[src/tss_map.vh]
// constants for the timed and step sequencer pair
// assumes a 125 MHz block clock; delays counted in whole time-unit ticks
// Behaviour
// - The timed sequencer has eight outputs 0..7 driven by a trigger and a clear input.
// - Timed output 0 is always on, regardless of clear or trigger, and cannot be changed.
// - After a trigger, timed outputs 1..7 turn on one at a time in ascending order and only they obey clear; each turns on at its own delay instead.
// - Clear drives timed outputs 1..7 to zero.
// - The seven selectable timed outputs stay on together once reached.
// - Selecting an output in either sequencer also selects every lower-numbered output.
// - Each of timed outputs 1..7 has its own turn-on delay from the trigger, in seconds, minutes or hours.
// - With one-second spacing output k turns on at second k and sequencing stops once the last selected output is on.
// - A finished timed sequence restarts only after clear has been asserted.
// - The step sequencer has eight outputs 0..7 and turns outputs 1..7 on one after another by trigger.
// - Each step trigger pulse turns on exactly one further selected output in ascending order.
// - Once all selected step outputs are on, further pulses turn them off one by one, output 0 stays on, and it repeats.
// - Clear forces the step sequencer's sequenced outputs off.
// - Step output 0 is fixed on and outputs 1 and 2 are always sequenced; only outputs 2..7 are selectable as last.
`ifndef TSS_MAP_VH
`define TSS_MAP_VH
`define TSS_CLK_HZ        125000000
`define TSS_SEC_PER_MIN   60
`define TSS_SEC_PER_HOUR  3600
`define TSS_UNIT_SEC      2'h0
`define TSS_UNIT_MIN      2'h1
`define TSS_UNIT_HOUR     2'h2
`define TSS_NOUT          8
`define TSS_DLY_W         14
`define TSS_LAST_W        3
`endif

[src/tss_top.v]
// timed sequencer plus step sequencer with synchronised inputs
// assumes trigger/clear come from pins or other blocks on any timing
`include "tss_map.vh"
module tss_top #(
   parameter integer TICK_CYC = `TSS_CLK_HZ
) (
   // clock and reset
   input  wire                  clk,
   input  wire                  resetn,
   // timed sequencer inputs
   input  wire                  timed_sequencer_trigger_input,
   input  wire                  timed_sequencer_clear,
   input  wire [2:0]            timed_sequencer_last_sel,
   input  wire [1:0]            timed_sequencer_unit,
   input  wire [7*`TSS_DLY_W-1:0] timed_sequencer_delay,
   // timed sequencer outputs
   output reg  [7:0]            timed_sequencer_q,
   output wire                  timed_sequencer_done,
   // step sequencer
   input  wire                  step_sequencer_trigger_input,
   input  wire                  step_sequencer_clear,
   input  wire [2:0]            step_sequencer_last_sel,
   output wire [7:0]            step_sequencer_q
);
   // three-stage synchronisers; a level counts once stages 2 and 3 agree
   reg  [2:0] s_ttrg_r, s_tclr_r, s_strg_r, s_sclr_r;
   reg        ttrg_r, tclr_r, strg_r, sclr_r, strg_d_r;

   always @(posedge clk or negedge resetn) begin
      if (!resetn) begin
         s_ttrg_r <= 3'h0;
         s_tclr_r <= 3'h0;
         s_strg_r <= 3'h0;
         s_sclr_r <= 3'h0;
         ttrg_r   <= 1'b0;
         tclr_r   <= 1'b0;
         strg_r   <= 1'b0;
         sclr_r   <= 1'b0;
         strg_d_r <= 1'b0;
      end else begin
         s_ttrg_r <= {s_ttrg_r[1:0], timed_sequencer_trigger_input};
         s_tclr_r <= {s_tclr_r[1:0], timed_sequencer_clear};
         s_strg_r <= {s_strg_r[1:0], step_sequencer_trigger_input};
         s_sclr_r <= {s_sclr_r[1:0], step_sequencer_clear};
         if (s_ttrg_r[1] == s_ttrg_r[2]) ttrg_r <= s_ttrg_r[2];
         if (s_tclr_r[1] == s_tclr_r[2]) tclr_r <= s_tclr_r[2];
         if (s_strg_r[1] == s_strg_r[2]) strg_r <= s_strg_r[2];
         if (s_sclr_r[1] == s_sclr_r[2]) sclr_r <= s_sclr_r[2];
         strg_d_r <= strg_r;
      end
   end

   wire strig_rise = strg_r & ~strg_d_r;

   // timed sequencer: tick counter gives one-unit ticks, elapsed counts them
   localparam [31:0] TICK_MAX = TICK_CYC - 1;
   reg  [31:0]           pre_r;
   reg  [11:0]           sub_r;
   reg  [`TSS_DLY_W-1:0] elapsed_r;
   reg                   run_r;
   reg                   done_r;
   reg  [11:0]           sub_max;
   wire                  sec_tick = (pre_r == TICK_MAX);

   always @* begin
      case (timed_sequencer_unit)
         `TSS_UNIT_MIN:  sub_max = 12'd59;
         `TSS_UNIT_HOUR: sub_max = 12'd3599;
         default:        sub_max = 12'h000;
      endcase
   end

   wire unit_tick = sec_tick && (sub_r >= sub_max);
   wire [2:0] last = (timed_sequencer_last_sel == 3'h0) ? 3'h1 : timed_sequencer_last_sel;
   reg  [7:0] reach;
   integer i;
   always @* begin
      reach = 8'h00;
      for (i = 1; i < 8; i = i + 1)
         reach[i] = (i <= last) &&
                    (elapsed_r >= timed_sequencer_delay[(i-1)*`TSS_DLY_W +: `TSS_DLY_W]);
   end

   always @(posedge clk or negedge resetn) begin
      if (!resetn) begin
         pre_r     <= 32'h0;
         sub_r     <= 12'h000;
         elapsed_r <= {`TSS_DLY_W{1'b0}};
         run_r     <= 1'b0;
         done_r    <= 1'b0;
         timed_sequencer_q    <= 8'h01;
      end else if (tclr_r) begin
         pre_r     <= 32'h0;
         sub_r     <= 12'h000;
         elapsed_r <= {`TSS_DLY_W{1'b0}};
         run_r     <= 1'b0;
         done_r    <= 1'b0;
         timed_sequencer_q    <= 8'h01;
      end else if (!run_r) begin
         if (ttrg_r && !done_r) begin
            run_r <= 1'b1;
            pre_r <= 32'h0;
         end
         timed_sequencer_q[0] <= 1'b1;
      end else begin
         pre_r <= sec_tick ? 32'h0 : pre_r + 32'h1;
         if (sec_tick)
            sub_r <= unit_tick ? 12'h000 : sub_r + 12'h001;
         if (unit_tick)
            elapsed_r <= elapsed_r + {{(`TSS_DLY_W-1){1'b0}}, 1'b1};
         timed_sequencer_q <= timed_sequencer_q | reach | 8'h01;
         if (reach[last]) begin
            run_r  <= 1'b0;
            done_r <= 1'b1;
         end
      end
   end
   assign timed_sequencer_done = done_r;

   tss_step_seq u_step (
      .clk       (clk),
      .resetn    (resetn),
      .trig_rise (strig_rise),
      .clear     (sclr_r),
      .last_sel  (step_sequencer_last_sel),
      .q         (step_sequencer_q)
   );
endmodule // tss_top

[src/tss_step_seq.v]
// step sequencer: one output per trigger edge, then off one by one
// assumes trigger and clear already synchronised to clk
`include "tss_map.vh"
module tss_step_seq (
   // clock and reset
   input  wire       clk,
   input  wire       resetn,
   // control
   input  wire       trig_rise,
   input  wire       clear,
   input  wire [2:0] last_sel,
   // outputs
   output wire [7:0] q
);
   reg  [2:0] level_r;
   reg        down_r;
   reg  [2:0] top;

   always @* begin
      top = (last_sel < 3'h2) ? 3'h2 : last_sel;
   end

   always @(posedge clk or negedge resetn) begin
      if (!resetn) begin
         level_r <= 3'h0;
         down_r  <= 1'b0;
      end else if (clear) begin
         level_r <= 3'h0;
         down_r  <= 1'b0;
      end else if (trig_rise) begin
         if (!down_r) begin
            if (level_r >= top) begin
               down_r  <= 1'b1;
               level_r <= level_r - 3'h1;
            end else begin
               level_r <= level_r + 3'h1;
            end
         end else begin
            level_r <= level_r - 3'h1;
            if (level_r == 3'h1)
               down_r <= 1'b0;
         end
      end
   end

   genvar k;
   generate
      for (k = 1; k < 8; k = k + 1) begin : g_q
         assign q[k] = (level_r >= k);
      end
   endgenerate
   assign q[0] = 1'b1;
endmodule // tss_step_seq

[config.mk]
export PLATFORM = sky130hd
export DESIGN_NAME = tss_top
export DESIGN_NICKNAME = d
export VERILOG_FILES = /design/src/tss_top.v /design/src/tss_step_seq.v
export VERILOG_INCLUDE_DIRS = /design/src
export SDC_FILE = /design/constraint.sdc
export NUM_CORES = 1
export LEC_CHECK = 0
export BUFFER_PORTS_ARGS = -buffer_cell sky130_fd_sc_hd__clkbuf_2
export CAP_MARGIN = 20
export CORE_MARGIN = 3
export CORE_UTILIZATION = 52
export CTS_CLUSTER_SIZE = 12
export DETAILED_ROUTE_END_ITERATION = 6
export HOLD_SLACK_MARGIN = 0.05
export PLACE_DENSITY = 0.75
export SYNTH_ARGS = -nofsm -noshare
export SYNTH_HDL_FRONTEND = slang
export SYNTH_SLANG_ARGS = --single-unit
[constraint.sdc]
create_clock -name clk -period 2.98 [get_ports clk]
set_input_delay 0.596 -clock clk [delete_from_list [all_inputs] [get_ports clk]]
set_output_delay 0.596 -clock clk [all_outputs]
set_load 0.005 [all_outputs]
# After elaboration in Yosys (flattened, before gate mapping)

Cells that the tools add are included.

Equal/unequal tests: 8
Reduce and logical (&&, ||, !) cells: 20
Order comparisons: 25
Muxes and demuxes: 34
Add/sub/neg operators: 5
Bitwise logic cells: 3

Operators with widths:

| cell                                                                                | count |
|---|---|
| 32-bit two-way mux                                                                  | 4 |
| 14-bit greater-or-equal comparator                                                  | 7 |
| 12-bit two-way mux                                                                  | 4 |
| 14-bit two-way mux                                                                  | 3 |
| 32-bit by 1-bit adder with 32-bit output, second input constant                     | 1 |
| 32-bit by 27-bit equality test with 1-bit output, second input constant             | 1 |
| 12-bit one-hot mux with 2 select lines                                              | 1 |
| 3-bit two-way mux                                                                   | 6 |
| 14-bit by 1-bit adder with 14-bit output, second input constant                     | 1 |
| 1-bit two-way mux                                                                   | 13 |
| 12-bit by 1-bit adder with 12-bit output, second input constant                     | 1 |
| 12-bit greater-or-equal comparator                                                  | 1 |
| 3-bit greater-or-equal comparator, second input constant                            | 4 |
| 3-bit <= comparator, first input constant                                           | 4 |
| 2-bit nonzero test                                                                  | 5 |
| 1-bit logical AND                                                                   | 9 |
| 8-bit two-way mux                                                                   | 1 |
| 8-bit bitwise OR                                                                    | 1 |
| 7-bit two-way mux                                                                   | 1 |
| 3-bit by 2-bit greater-or-equal comparator with 1-bit output, second input constant | 2 |
| 2-bit by 3-bit <= comparator with 1-bit output, first input constant                | 2 |
| 2-bit AND reduction                                                                 | 3 |
| 1-bit equality test                                                                 | 4 |
| 3-bit by 4-bit less-than comparator with 1-bit output, second input constant        | 1 |
| 15 further kinds                                                                    | 15 |

Bits in registers: 89
Output and inout bits: 17

# Longest topological paths before layout

Gate-level depths: netlist (run 1).

Depth in word-level cells: 9
Depth in mapped cells: 12
Gate-level depth less buffers: 11

# By module

Synthesis (run 1) repeated with hierarchy kept, for this count alone.

Cells, all modules: 816
Area total of the unflattened synthesis: 7036.7 um^2

By module, submodules not included:

| module       | sequential area each (um^2) | area each (um^2) | cells each | instances |
|---|---|---|---|---|
| tss_top      | 2102.0                      | 6587.6           | 766        | 1 |
| tss_step_seq | 100.1                       | 449.2            | 50         | 1 |

# Worst setup path before layout (run 1)

No wires, ideal clock.

Path type: input to register
Start point: input port timed_sequencer_unit[0]
End point: register elapsed_r[12]
Stages: 12
Slack: 0.106 ns
Library setup time: 0.078 ns
Arrival time: 2.795 ns
Cells stage by stage: inv_1 -> ha_1 -> inv_1 -> ha_1 -> nand2b_1 -> a21o_1 -> a21oi_1 -> o211ai_1 -> nand4_1 -> clkbuf_1 -> or4_1 -> a21oi_1

Cells in the longest elaborated chain, start to end: 6
Elaborated cells between the ends (all ways): 7
Those cells by class: order compare: 1; eq/ne: 2; mux: 1; reduce/logical: 3

RTL lines:

| item                                                                                         | RTL line      | RTL |
|---|---|---|
| start: declaration                                                                           | tss_top.v:14  | `input wire [1:0] timed_sequencer_unit,` |
| 2-bit equality test / 2-bit by 1-bit equality test with 1-bit output (equally long branches) | tss_top.v:66  | `case (timed_sequencer_unit)` |
| 12-bit one-hot mux with 2 select lines (*)                                                   | tss_top.v:66  |  |
| 12-bit greater-or-equal comparator (*)                                                       | tss_top.v:73  | `wire unit_tick = sec_tick && (sub_r >= sub_max);` |
| 1-bit logical AND (*)                                                                        | tss_top.v:73  |  |
| 2-bit nonzero test (no line) (*)                                                             | -             |  |
| 2-bit AND reduction (no line) (*)                                                            | -             |  |
| end signal: assignment                                                                       | tss_top.v:88  | `` elapsed_r <= {`TSS_DLY_W{1'b0}}; `` |
| end signal: assignment                                                                       | tss_top.v:95  | `` elapsed_r <= {`TSS_DLY_W{1'b0}}; `` |
| end signal: assignment                                                                       | tss_top.v:110 | `` elapsed_r <= elapsed_r + {{(`TSS_DLY_W-1){1'b0}}, 1'b1}; `` |
| end: declaration                                                                             | tss_top.v:59  | `` reg [`TSS_DLY_W-1:0] elapsed_r; `` |

Every way passes the cells marked *; elsewhere a longest branch is shown, timed or not.
A chain may end at the register's enable or synchronous reset.

# Worst setup path in the final report (run 1)

Start point: register pre_r[6]
End point: register sub_r[11]

Cells in the longest elaborated chain, start to end: 6
Elaborated cells between the ends (all ways): 8
Those cells by class: eq/ne: 1; mux: 4; reduce/logical: 3

RTL lines:

| item                                                 | RTL line      | RTL |
|---|---|---|
| start: declaration                                   | tss_top.v:57  | `reg [31:0] pre_r;` |
| start signal: assignment                             | tss_top.v:106 | `pre_r <= sec_tick ? 32'h0 : pre_r + 32'h1;` |
| 32-bit by 27-bit equality test with 1-bit output (*) | tss_top.v:63  | `wire sec_tick = (pre_r == TICK_MAX);` |
| 1-bit logical AND                                    | tss_top.v:73  |  |
| 12-bit two-way mux                                   | tss_top.v:108 | `sub_r <= unit_tick ? 12'h000 : sub_r + 12'h001;` |
| 12-bit two-way mux                                   | tss_top.v:107 | `if (sec_tick)` |
| 12-bit two-way mux                                   | tss_top.v:99  | `end else if (!run_r) begin` |
| 12-bit two-way mux                                   | tss_top.v:92  | `end else if (tclr_r) begin` |
| end signal: assignment                               | tss_top.v:108 |  |
| end: declaration                                     | tss_top.v:58  | `reg [11:0] sub_r;` |

Every way passes the cells marked *; elsewhere a longest branch is shown, timed or not. The select of a mux whose other input is x is not followed.

==> flow_summary.toml, run 1 <==
[outcome]
status = "complete, no violations"

[power_and_ir_drop]
powerDensity_mw_per_mm2 = 404.0
leakage_uw = 0.004475
peakVddDrop_uv = 297.7

[yosys]
syn-mean-instance-area_um2 = 8.583
ys.flop_type = "dfrtp_1"
synth-seq-cells = 88
synth_cells = 801
netlist_area_mm2 = 0.006875
async_flop_share = 1.000
synth-seq-area-share = 0.3203
yosysWarnings = 0
synth-edff-count = 0
ys_types = 58

[placed_design]
pre_cts_slack_ps = 34.34
globalplace.congestion = 0.8847
io_buffers = 126
dpl.cell_count = 1106
dp.final_hpwl_mm = 12.39

[critical_path]
crit_path_end_kind = "flip-flop"
crit_family = "simple AND/OR/NAND/NOR gates"
max_stage_delay_ps = 560
worstPathCellList = "or4b_4 > or3b_1 > o41a_1 > or4_4 > or3_1 > a21oi_1"
cp_data_required_time_ps = 3250
criticalPathCategory = "reg2reg"
critPathSlowestCell = "or4_4"
path_max_fanout = 6
worstPathArrival_ps = 3100
cp_num_buf_inv = 0
cp-start-kind = "flip-flop"

[cts]
clockRootBuffer = "clkbuf_16"
path_clk_slew_ps = 70
cts_buffer_depth = 2
cts_buffers = 9
clock_latency_ps = 340
clkSinkCount = 88
htreeDepth = 3
tritoncts = "done"

[global_route]
grt_pass1_vias = 5649
grt-ovfl-total = 0
grt_use_total = 0.2193
antenna_found_initial = 0
grt_first_pass_wirelength_mm = 26.18
grt_max_degree = 50

[die]
core_mm2 = 0.01277
start_util = 0.5383
io_pins = 129
dieArea_mm2 = 0.01464
fp-row-count = 41
die_x_um = 121.0
die_y_um = 121.0

[sta]
fin_setup_tns_ps = 0
slew_headroom = 0.6242
min_period_over_period = 0.9489
finClkSkew_ps = 5.053
slew_violations = 0
setup_ws_ps = 152.3
fin_crit_ps = 2828
fmax_mhz = 353.6
hold_viol_final = 0
worst_slew_pin_slew_ps = 557.7
rsz0062_at_grt = "no"
finalSetupViolCount = 0

[final_layout]
antennaDiodeCount = 0
final_nets = 1178
fin_util = 0.6391
n_fill_cell = 1104
final_layout_size_suffix_gt1_frac = 0.1800
stdcell_count = 1122
syn2layout_area_growth_pct = 18.74

[detailed_routing]
drc = 0
drtIter0Drc = 219
final_antenna_net_count = 0
viasPerCell = 5.312
wl_per_cell_um = 13.92
totalWireLength_mm = 15.62
num_vias = 5960
drt_pass1_iterations = 4

[flow_run]
cap_violations = 0

[hold_path]
holdCritPathClass = "in2async"
-- report_power, final --
part / total (uW) / internal [uW] / switching (uW)
Combinational: 739 / 326 / 413
Sequential: 1330 / 1250 / 74.3
Clock: 1230 / 746 / 486
Total: 3300 / 2330 / 973
-- layer usage --
layer  vias to the layer above  part of all wire  global-route usage
met2                       124              0.46              0.3550
met3                        21             0.059             0.03124
met4                         0             0.018             0.06374
met5                         -                 0                   0
met1                      2730              0.46              0.3066
li1                       3085                 -                   -
-- placed cells by master, fill, tap and decap left out, types with 2 or more instances in the layout --
master / Yosys / routed
xor2_1: 22 / 22
bufinv_16: 0 / 2
o21ai_0: 41 / 41
nand2b_1: 11 / 11
buf_4: 2 / 22
clkbuf_2: 0 / 125
xnor2_1: 14 / 14
o31ai_1: 12 / 12
inv_1: 116 / 116
or2_2: 2 / 2
nand2_1: 59 / 59
nor2b_1: 7 / 7
a211o_1: 2 / 2
dfrtp_1: 88 / 88
or3_1: 6 / 6
a21boi_0: 2 / 2
a21o_1: 18 / 18
and3_1: 12 / 12
nor2_1: 79 / 79
inv_6: 0 / 2
o21a_1: 4 / 4
o211ai_1: 7 / 7
and4_1: 4 / 4
conb_1: 1 / 2
nor3_1: 8 / 8
nor4_1: 3 / 3
clkbuf_16: 0 / 9
nand3_1: 23 / 23
ha_1: 121 / 121
maj3_1: 4 / 4
a31oi_1: 4 / 4
nor4b_1: 5 / 4
a211oi_1: 5 / 5
nand4_1: 22 / 22
a21oi_1: 52 / 52
or4_1: 8 / 8
-- timing repair --
action / 4_1_cts / 5_1_grt
hold buffers: 0 / 0
setup endpoints to repair: 0 / 1
resized for setup: 0 / 1
buffers inserted: 0 / 0
-- per-stage QoR --
step	cell area [um2]	hold slack, ps	power (uW)
6_report	8164	213.2	3299
5_1_grt	8164	249.4	3509
4_1_cts	8158	232.1	3333
3_5_place_dp	7830	337.9	2090
3_3_place_gp	7830	332.0	2077
2_1_floorplan	6879	300.4	1808
-- synth_stat cells, drive strengths merged (2+ instances only) --
cell    number  area share
or4          9       0.010
a21boi       2      0.0022
a211oi       5      0.0055
xnor2       14       0.018
o21a         4      0.0044
a21o        18       0.020
nand2b      11       0.010
inv        116       0.063
nand2       59       0.032
o211ai       7      0.0076
or2          2      0.0018
nor2        79       0.043
o31ai       12       0.013
xor2        22       0.028
nor4b        5      0.0064
a21oi       52       0.038
or3          6      0.0055
a31oi        4      0.0036
and4         4      0.0051
a211o        2      0.0025
buf          5      0.0049
dfrtp       88        0.32
maj3         4      0.0058
nor3         8      0.0058
and3        12       0.011
nand3       23       0.017
nor4         3      0.0027
clkbuf      11      0.0060
o21ai       41       0.030
or4b         2      0.0035
ha         121        0.22
nand4       22       0.020
nor2b        7      0.0064
-- cell families (layout without fill, tap and decap cells) --
group / Yosys count / after routing / share of synthesized area
compound gates: 161 / 161 / 0.1450
mux: 1 / 1 / 0.001456
fa+ha+maj: 125 / 125 / 0.2260
buf+inv: 132 / 280 / 0.07425
simple gates: 257 / 257 / 0.1865
xor+xnor: 36 / 36 / 0.04586
flops: 88 / 88 / 0.3203
other cells: 1 / 2 / 0.0005454
-- final cells by class --
cell class,count,area [um2],area share
Sequential cell,88,2202,0.2697
Multi-Input combinational cell,582,4173,0.5111
Inverter,116,435.4,0.05333
Clock buffer,9,225.2,0.02759
Clock inverter,7,102.6,0.01257
Timing Repair Buffer,148,810.8,0.09931
Tap cell,172,215.2,0.02636
-- path summary, 6_finish.rpt --
kind,start,endpoint,slack (ps),cells after the start
worst min register to register,s_strg_r[0]$_DFF_PN0_,s_strg_r[1]$_DFF_PN0_,350,0
worst min-delay path,resetn,sclr_r$_DFFE_PN0N_,210,1
max in group asynchronous,resetn,elapsed_r[6]$_DFFE_PN0P_,2130,2
worst max register to register,pre_r[6]$_DFFE_PN0P_,sub_r[11]$_DFFE_PN0P_,150,6
min in group clk,s_strg_r[0]$_DFF_PN0_,s_strg_r[1]$_DFF_PN0_,350,0
worst max-delay path,pre_r[6]$_DFFE_PN0P_,sub_r[11]$_DFFE_PN0P_,150,6
-- worst reg2reg max path, delay by kind of cell, from the launching register on --
kind / cells / cell delay, ps
compound gates: 2 / 480
simple gates: 4 / 1840
flops: 1 / 440
-- state kept, by name, summed over array words and instances (netlist names) --
name                  flops
s_tclr_r                  3
sub_r                    12
s_sclr_r                  3
s_ttrg_r                  3
elapsed_r                14
tclr_r                    1
timed_sequencer_done      1
u_step.down_r             1
run_r                     1
u_step.level_r            3
ttrg_r                    1
strg_d_r                  1
s_strg_r                  3
strg_r                    1
sclr_r                    1
pre_r                    32
timed_sequencer_q         7
Power figures use the tool's default switching activity.
==> run 2: changes to the inputs <==
Settings changed: CORE_ASPECT_RATIO set to 0.6.
==> run 2 against run 1 <==
- critical path depth is the same
- combinational power decreased by 2%
- register-to-register slack lost 30 ps
- largest power group unchanged
- highest routed layer unchanged
==> flow_summary.toml, run 2 (same netlist as run 1, synthesis figures left out) <==
[final_layout]
final_nets = 1174
largest_reg_flops = 32
final_cell_area_mm2 = 0.008102
regMostFlops = "pre_r"
layout_common_cells = "125 x clkbuf_2, 121 x ha_1, 116 x inv_1"
final_layout_size_suffix_gt1_frac = 0.1765
reg_top3 = "pre_r: 32 flops, elapsed_r: 14 flops, sub_r: 12 flops"
antennaDiodeCount = 0
final_common_cell = "clkbuf_2"
syn2layout_area_growth_pct = 17.83
fin_util = 0.6487

[sta]
worst_slew_pin_slew_ps = 672.4
rsz0062_at_grt = "no"
hold_ws_ps = 289.6
finalSetupViolCount = 0
fmax_mhz = 349.8
fin_crit_ps = 2859
finClkSkew_ps = 7.486
fin_setup_tns_ps = 0
slew_headroom = 0.5470
slew_violations = 0
hold_viol_final = 0
min_period_over_period = 0.9594

[detailed_routing]
final_antenna_net_count = 0
drt_pass1_iterations = 5
totalWireLength_mm = 16.62
num_vias = 6027
wl_per_cell_um = 14.96
viasPerCell = 5.425
drtIter0Drc = 432
drc = 0

[critical_path]
crit_path_end_kind = "flip-flop"
criticalPathCategory = "reg2reg"
worstPathArrival_ps = 3130
cp-start-kind = "flip-flop"
critPathSlowestCell = "or4_4"
max_stage_delay_ps = 560
cp_data_required_time_ps = 3250
path_max_fanout = 6
worstPathCellList = "or4b_4 > or3b_1 > o41a_1 > or4_4 > or3_1 > a21oi_1"

[placed_design]
io_buffers = 126
globalplace.congestion = 0.8647
placed_area_mm2 = 0.007791
dp.final_hpwl_mm = 13.30

[cts]
cts_buffer_depth = 2
tritoncts = "done"
clkSinkCount = 88
htreeDepth = 3
cts_buffers = 9
cts_resized = 0
cts_setup_buffers = 0
clockRootBuffer = "clkbuf_16"
path_clk_slew_ps = 70
cts_hold_buf = 0
clock_latency_ps = 350

[flow_run]
cap_violations = 0

[outcome]
status = "complete, no violations"

[die]
fp-row-count = 31
dieArea_mm2 = 0.01468
start_util = 0.5505
io_pins = 129
die_y_um = 95.07
core_mm2 = 0.01249
die_x_um = 154.4

[power_and_ir_drop]
peakVddDrop_uv = 293.4
leakage_uw = 0.004437
powerDensity_mw_per_mm2 = 398.0

[global_route]
grt_max_degree = 53
grt_pass1_vias = 5678
grt_use_total = 0.2369
grt-ovfl-total = 0
antenna_found_initial = 1
grt_first_pass_wirelength_mm = 27.92

[hold_path]
holdCritPathClass = "in2async"
[run 2: final cells by class]
type,count,area [um2]
Fill cell,1083,4388
Timing Repair Buffer,144,780.7
Clock buffer,9,225.2
Sequential cell,88,2202
Inverter,116,435.4
Multi-Input combinational cell,582,4174
Tap cell,165,206.4
Clock inverter,7,77.57
[run 2: through the flow]
stage,total power (uW),setup WS (ps),cells
2_1_floorplan,1808,106.5,802
3_3_place_gp,2068,47.69,1095
3_5_place_dp,2090,4.172,1095
4_1_cts,3248,133.7,1111
5_1_grt,3437,12.60,1111
6_report,3225,120.9,1111
[run 2: power breakdown]
part / internal, uW / total (uW) / switching, uW
registers: 1250 / 1350 / 94.9
clock network: 658 / 1150 / 493
logic: 315 / 725 / 411
[run 2: per-layer routing]
layer  track usage  up-vias  wire length, um
li1              -     3076                -
met1        0.3835     2715             8800
met2        0.3233      219             6339
met3       0.04626       17             1345
met4       0.04555        0              134
met5             0        -                0
[run 2: path summary, 6_finish.rpt]
check / from / endpoint / slack [ps] / cells after the start
max in group asynchronous: resetn / elapsed_r[0]$_DFFE_PN0P_ / 2060 / 2
setup / recovery: pre_r[6]$_DFFE_PN0P_ / sub_r[11]$_DFFE_PN0P_ / 120 / 6
setup reg to reg: pre_r[6]$_DFFE_PN0P_ / sub_r[11]$_DFFE_PN0P_ / 120 / 6
min in group clk: s_tclr_r[0]$_DFF_PN0_ / s_tclr_r[1]$_DFF_PN0_ / 350 / 0
hold / removal: resetn / pre_r[28]$_DFFE_PN0P_ / 290 / 1
hold reg to reg: s_tclr_r[0]$_DFF_PN0_ / s_tclr_r[1]$_DFF_PN0_ / 350 / 0
[run 2: critical path, delay by kind of cell, from the launching register on]
| kind | cells | cell delay, ps |
|---|---|---|
| compound gates | 2 | 510 |
| simple gates | 4 | 1840 |
| flops | 1 | 440 |
==> run 3: changes to the inputs <==
Settings changed: SYNTH_HIERARCHICAL set to 1.
==> run 3 against run 2 <==
- sequential power is essentially flat
- cell count is 0.99% higher
- register-to-register slack better by 110 ps
- synthesized area grew 2.3%
- total power is 7.4% higher
- first-iteration DRC count grew 4.4%
- critical path depth grew 7
- sequential cell count is the same
- utilization is 1.4 points lower
- non-clock buffer count decreased by 4
==> flow_summary.toml, run 3 <==
[global_route]
grt_pass1_vias = 5717
antenna_found_initial = 0
grt_first_pass_wirelength_mm = 27.57
grt_use_total = 0.2273
grt-ovfl-total = 0
grt_max_degree = 51

[yosys]
async_flop_share = 1.000
synth-seq-area-share = 0.3129
ys_types = 67
yosysTopAreaCellShare = 0.3129
yosysWarnings = 6
synth.largest_area_cell = "dfrtp_1"
synth_area_leaders = "dfrtp_1 31%, ha_1 22%, inv_1 6.1%"
yosysMostFrequentCell = "ha_1"
ys.flop_type = "dfrtp_1"
syn-mean-instance-area_um2 = 8.623
syn_nets = 1049
synth-edff-count = 0
netlist_area_mm2 = 0.007037
synth-seq-cells = 88
synth_top_cells_by_count = "121 x ha_1, 115 x inv_1, 88 x dfrtp_1"
synth_cells = 816

[critical_path]
cp-start-kind = "input port"
crit_path_end_kind = "flip-flop"
crit_start = "timed_sequencer_unit[0]"
cp_num_buf_inv = 4
max_stage_delay_ps = 360
reg2reg_depth = 9
worstPathArrival_ps = 3040
r2r-end = "timed_sequencer_done$_DFFE_PN0P_"
reg2reg_slack_ps = 230
crit_family = "simple AND/OR/NAND/NOR gates"
worstPathCellList = "clkbuf_2 > inv_1 > ha_1 > inv_1 > ha_1 > nand2b_1 > a21o_1 > a21oi_1 > o2111ai_1 > nand3_2 > buf_4 > or3_1 > a21oi_1"
critPathSlowestCell = "or3_1"
path_max_fanout = 15
cp_data_required_time_ps = 3240
timing.rr.start = "elapsed_r[0]$_DFFE_PN0P_"
criticalPathCategory = "in2reg"

[detailed_routing]
viasPerCell = 5.497
drt_pass1_iterations = 5
num_vias = 6168
totalWireLength_mm = 16.57
wl_per_cell_um = 14.77
drtIter0Drc = 451
final_antenna_net_count = 0
drc = 0

[final_layout]
largest_reg_flops = 32
final_layout_size_suffix_gt1_frac = 0.1817
regArea_mm2 = 0.002202
syn2layout_area_growth_pct = 17.69
final_common_cell = "clkbuf_2"
antennaDiodeCount = 0
final_cell_area_mm2 = 0.008282
multi_input_area_mm2 = 0.004313
regMostFlops = "pre_r"
final_nets = 1180
n_fill_cell = 1129
reg_top3 = "pre_r: 32 flops, elapsed_r: 14 flops, sub_r: 12 flops"
layout_common_cells = "125 x clkbuf_2, 121 x ha_1, 115 x inv_1"

[cts]
cts_buffers = 9
clockRootBuffer = "clkbuf_16"
cts_hold_buf = 0
clock_latency_ps = 340
cts_setup_buffers = 0
cts_buffer_depth = 2
tritoncts = "done"
htreeDepth = 3
path_clk_slew_ps = 60
cts_resized = 0
clkSinkCount = 88

[placed_design]
placed_area_mm2 = 0.007910
io_buffers = 126
globalplace.congestion = 0.8596
dp.final_hpwl_mm = 13.03

[sta]
slew_headroom = 0.5612
fmax_mhz = 359.6
fin_crit_ps = 2781
rsz0062_at_grt = "no"
hold_viol_final = 0
hold_ws_ps = 281.8
slew_violations = 0
min_period_over_period = 0.9331
finClkSkew_ps = 6.599
worst_slew_pin_slew_ps = 658.2
finalSetupViolCount = 0

[power_and_ir_drop]
peakVddDrop_uv = 267.2
powerDensity_mw_per_mm2 = 418.2
leakage_uw = 0.004447

[die]
die_x_um = 156.2
dieArea_mm2 = 0.01501
fp-row-count = 32
core_mm2 = 0.01305
io_pins = 129
die_y_um = 96.11
start_util = 0.5391

[hold_path]
holdCritPathClass = "in2async"

[flow_run]
cap_violations = 0

[outcome]
status = "complete, no violations"
-- run 3: cell types whose count changed after synthesis, moves of 4 or more --
cell      change
xor2_1        -6
or3_1         +8
nor3_1        +5
nand2_1      -11
nand2b_1      +5
a21o_1        -4
o21ai_0      +10
clkbuf_1      +6
nand3_1      +17
o211ai_1      -5
a21oi_1       -5
nor2_1       -18
xnor2_1       -4
-- run 3: worst max path at each step --
stage	slack, ps	cells after the start	endpoint
final	200	13	elapsed_r[3]$_DFFE_PN0P_
after detailed placement	-120	13	elapsed_r[3]$_DFFE_PN0P_
after CTS	210	13	elapsed_r[3]$_DFFE_PN0P_
after floorplan	240	12	elapsed_r[9]$_DFFE_PN0P_
after global placement	-6	12	elapsed_r[11]$_DFFE_PN0P_
after global routing	20	9	timed_sequencer_done$_DFFE_PN0P_
-- run 3: stage by stage --
step | setup slack, ps | setup TNS [ps] | instances | util | total power, uW
after CTS | 207.0 | 0 | 1122 | 0.6345 | 3491
after detailed placement | -124.5 | -450.5 | 1106 | 0.6060 | 2090
final | 199.4 | 0 | 1122 | 0.6345 | 3463
after global routing | 15.66 | 0 | 1122 | 0.6345 | 3654
after global placement | -5.843 | -7.654 | 1106 | 0.6060 | 2067
after floorplan | 239.2 | 0 | 816 | - | 1811
-- run 3: cell families after synthesis --
logic type | share of synthesized area
DFF | 0.3129
muxes | 0.003023
other | 0.001067
buffers and inverters | 0.07415
xor gates and xnor gates | 0.03236
adders and majority gates | 0.2208
AOI/OAI and AO/OA | 0.1526
and+or+nand+nor | 0.2031
-- run 3: routing by layer --
| layer | vias to the layer above | part of all wire | global-route usage |
|---|---|---|---|
| met1 | 2836 | 0.53 | 0.3538 |
| met4 | 0 | 0.0062 | 0.03277 |
| li1 | 3147 | - | - |
| met5 | - | 0 | 0 |
| met2 | 173 | 0.40 | 0.3309 |
| met3 | 12 | 0.069 | 0.04627 |
-- run 3: report_power, final --
| group | internal, uW | leakage [uW] | switching [uW] | total [uW] |
|---|---|---|---|---|
| logic | 327 | 0.00308 | 402 | 728 |
| clock network | 913 | 0.000181 | 479 | 1390 |
| registers | 1250 | 0.00118 | 94.0 | 1340 |
| total | 2490 | 0.00445 | 975 | 3460 |
-- run 3: area by class of cell --
type                    count  area share
inverters                 115     0.05212
multi-input cells         593      0.5208
flip-flops and latches     88      0.2659
well taps                 170     0.02568
repair buffers            140     0.09065
clock buffers               9     0.02719
clock inverters             7     0.01768
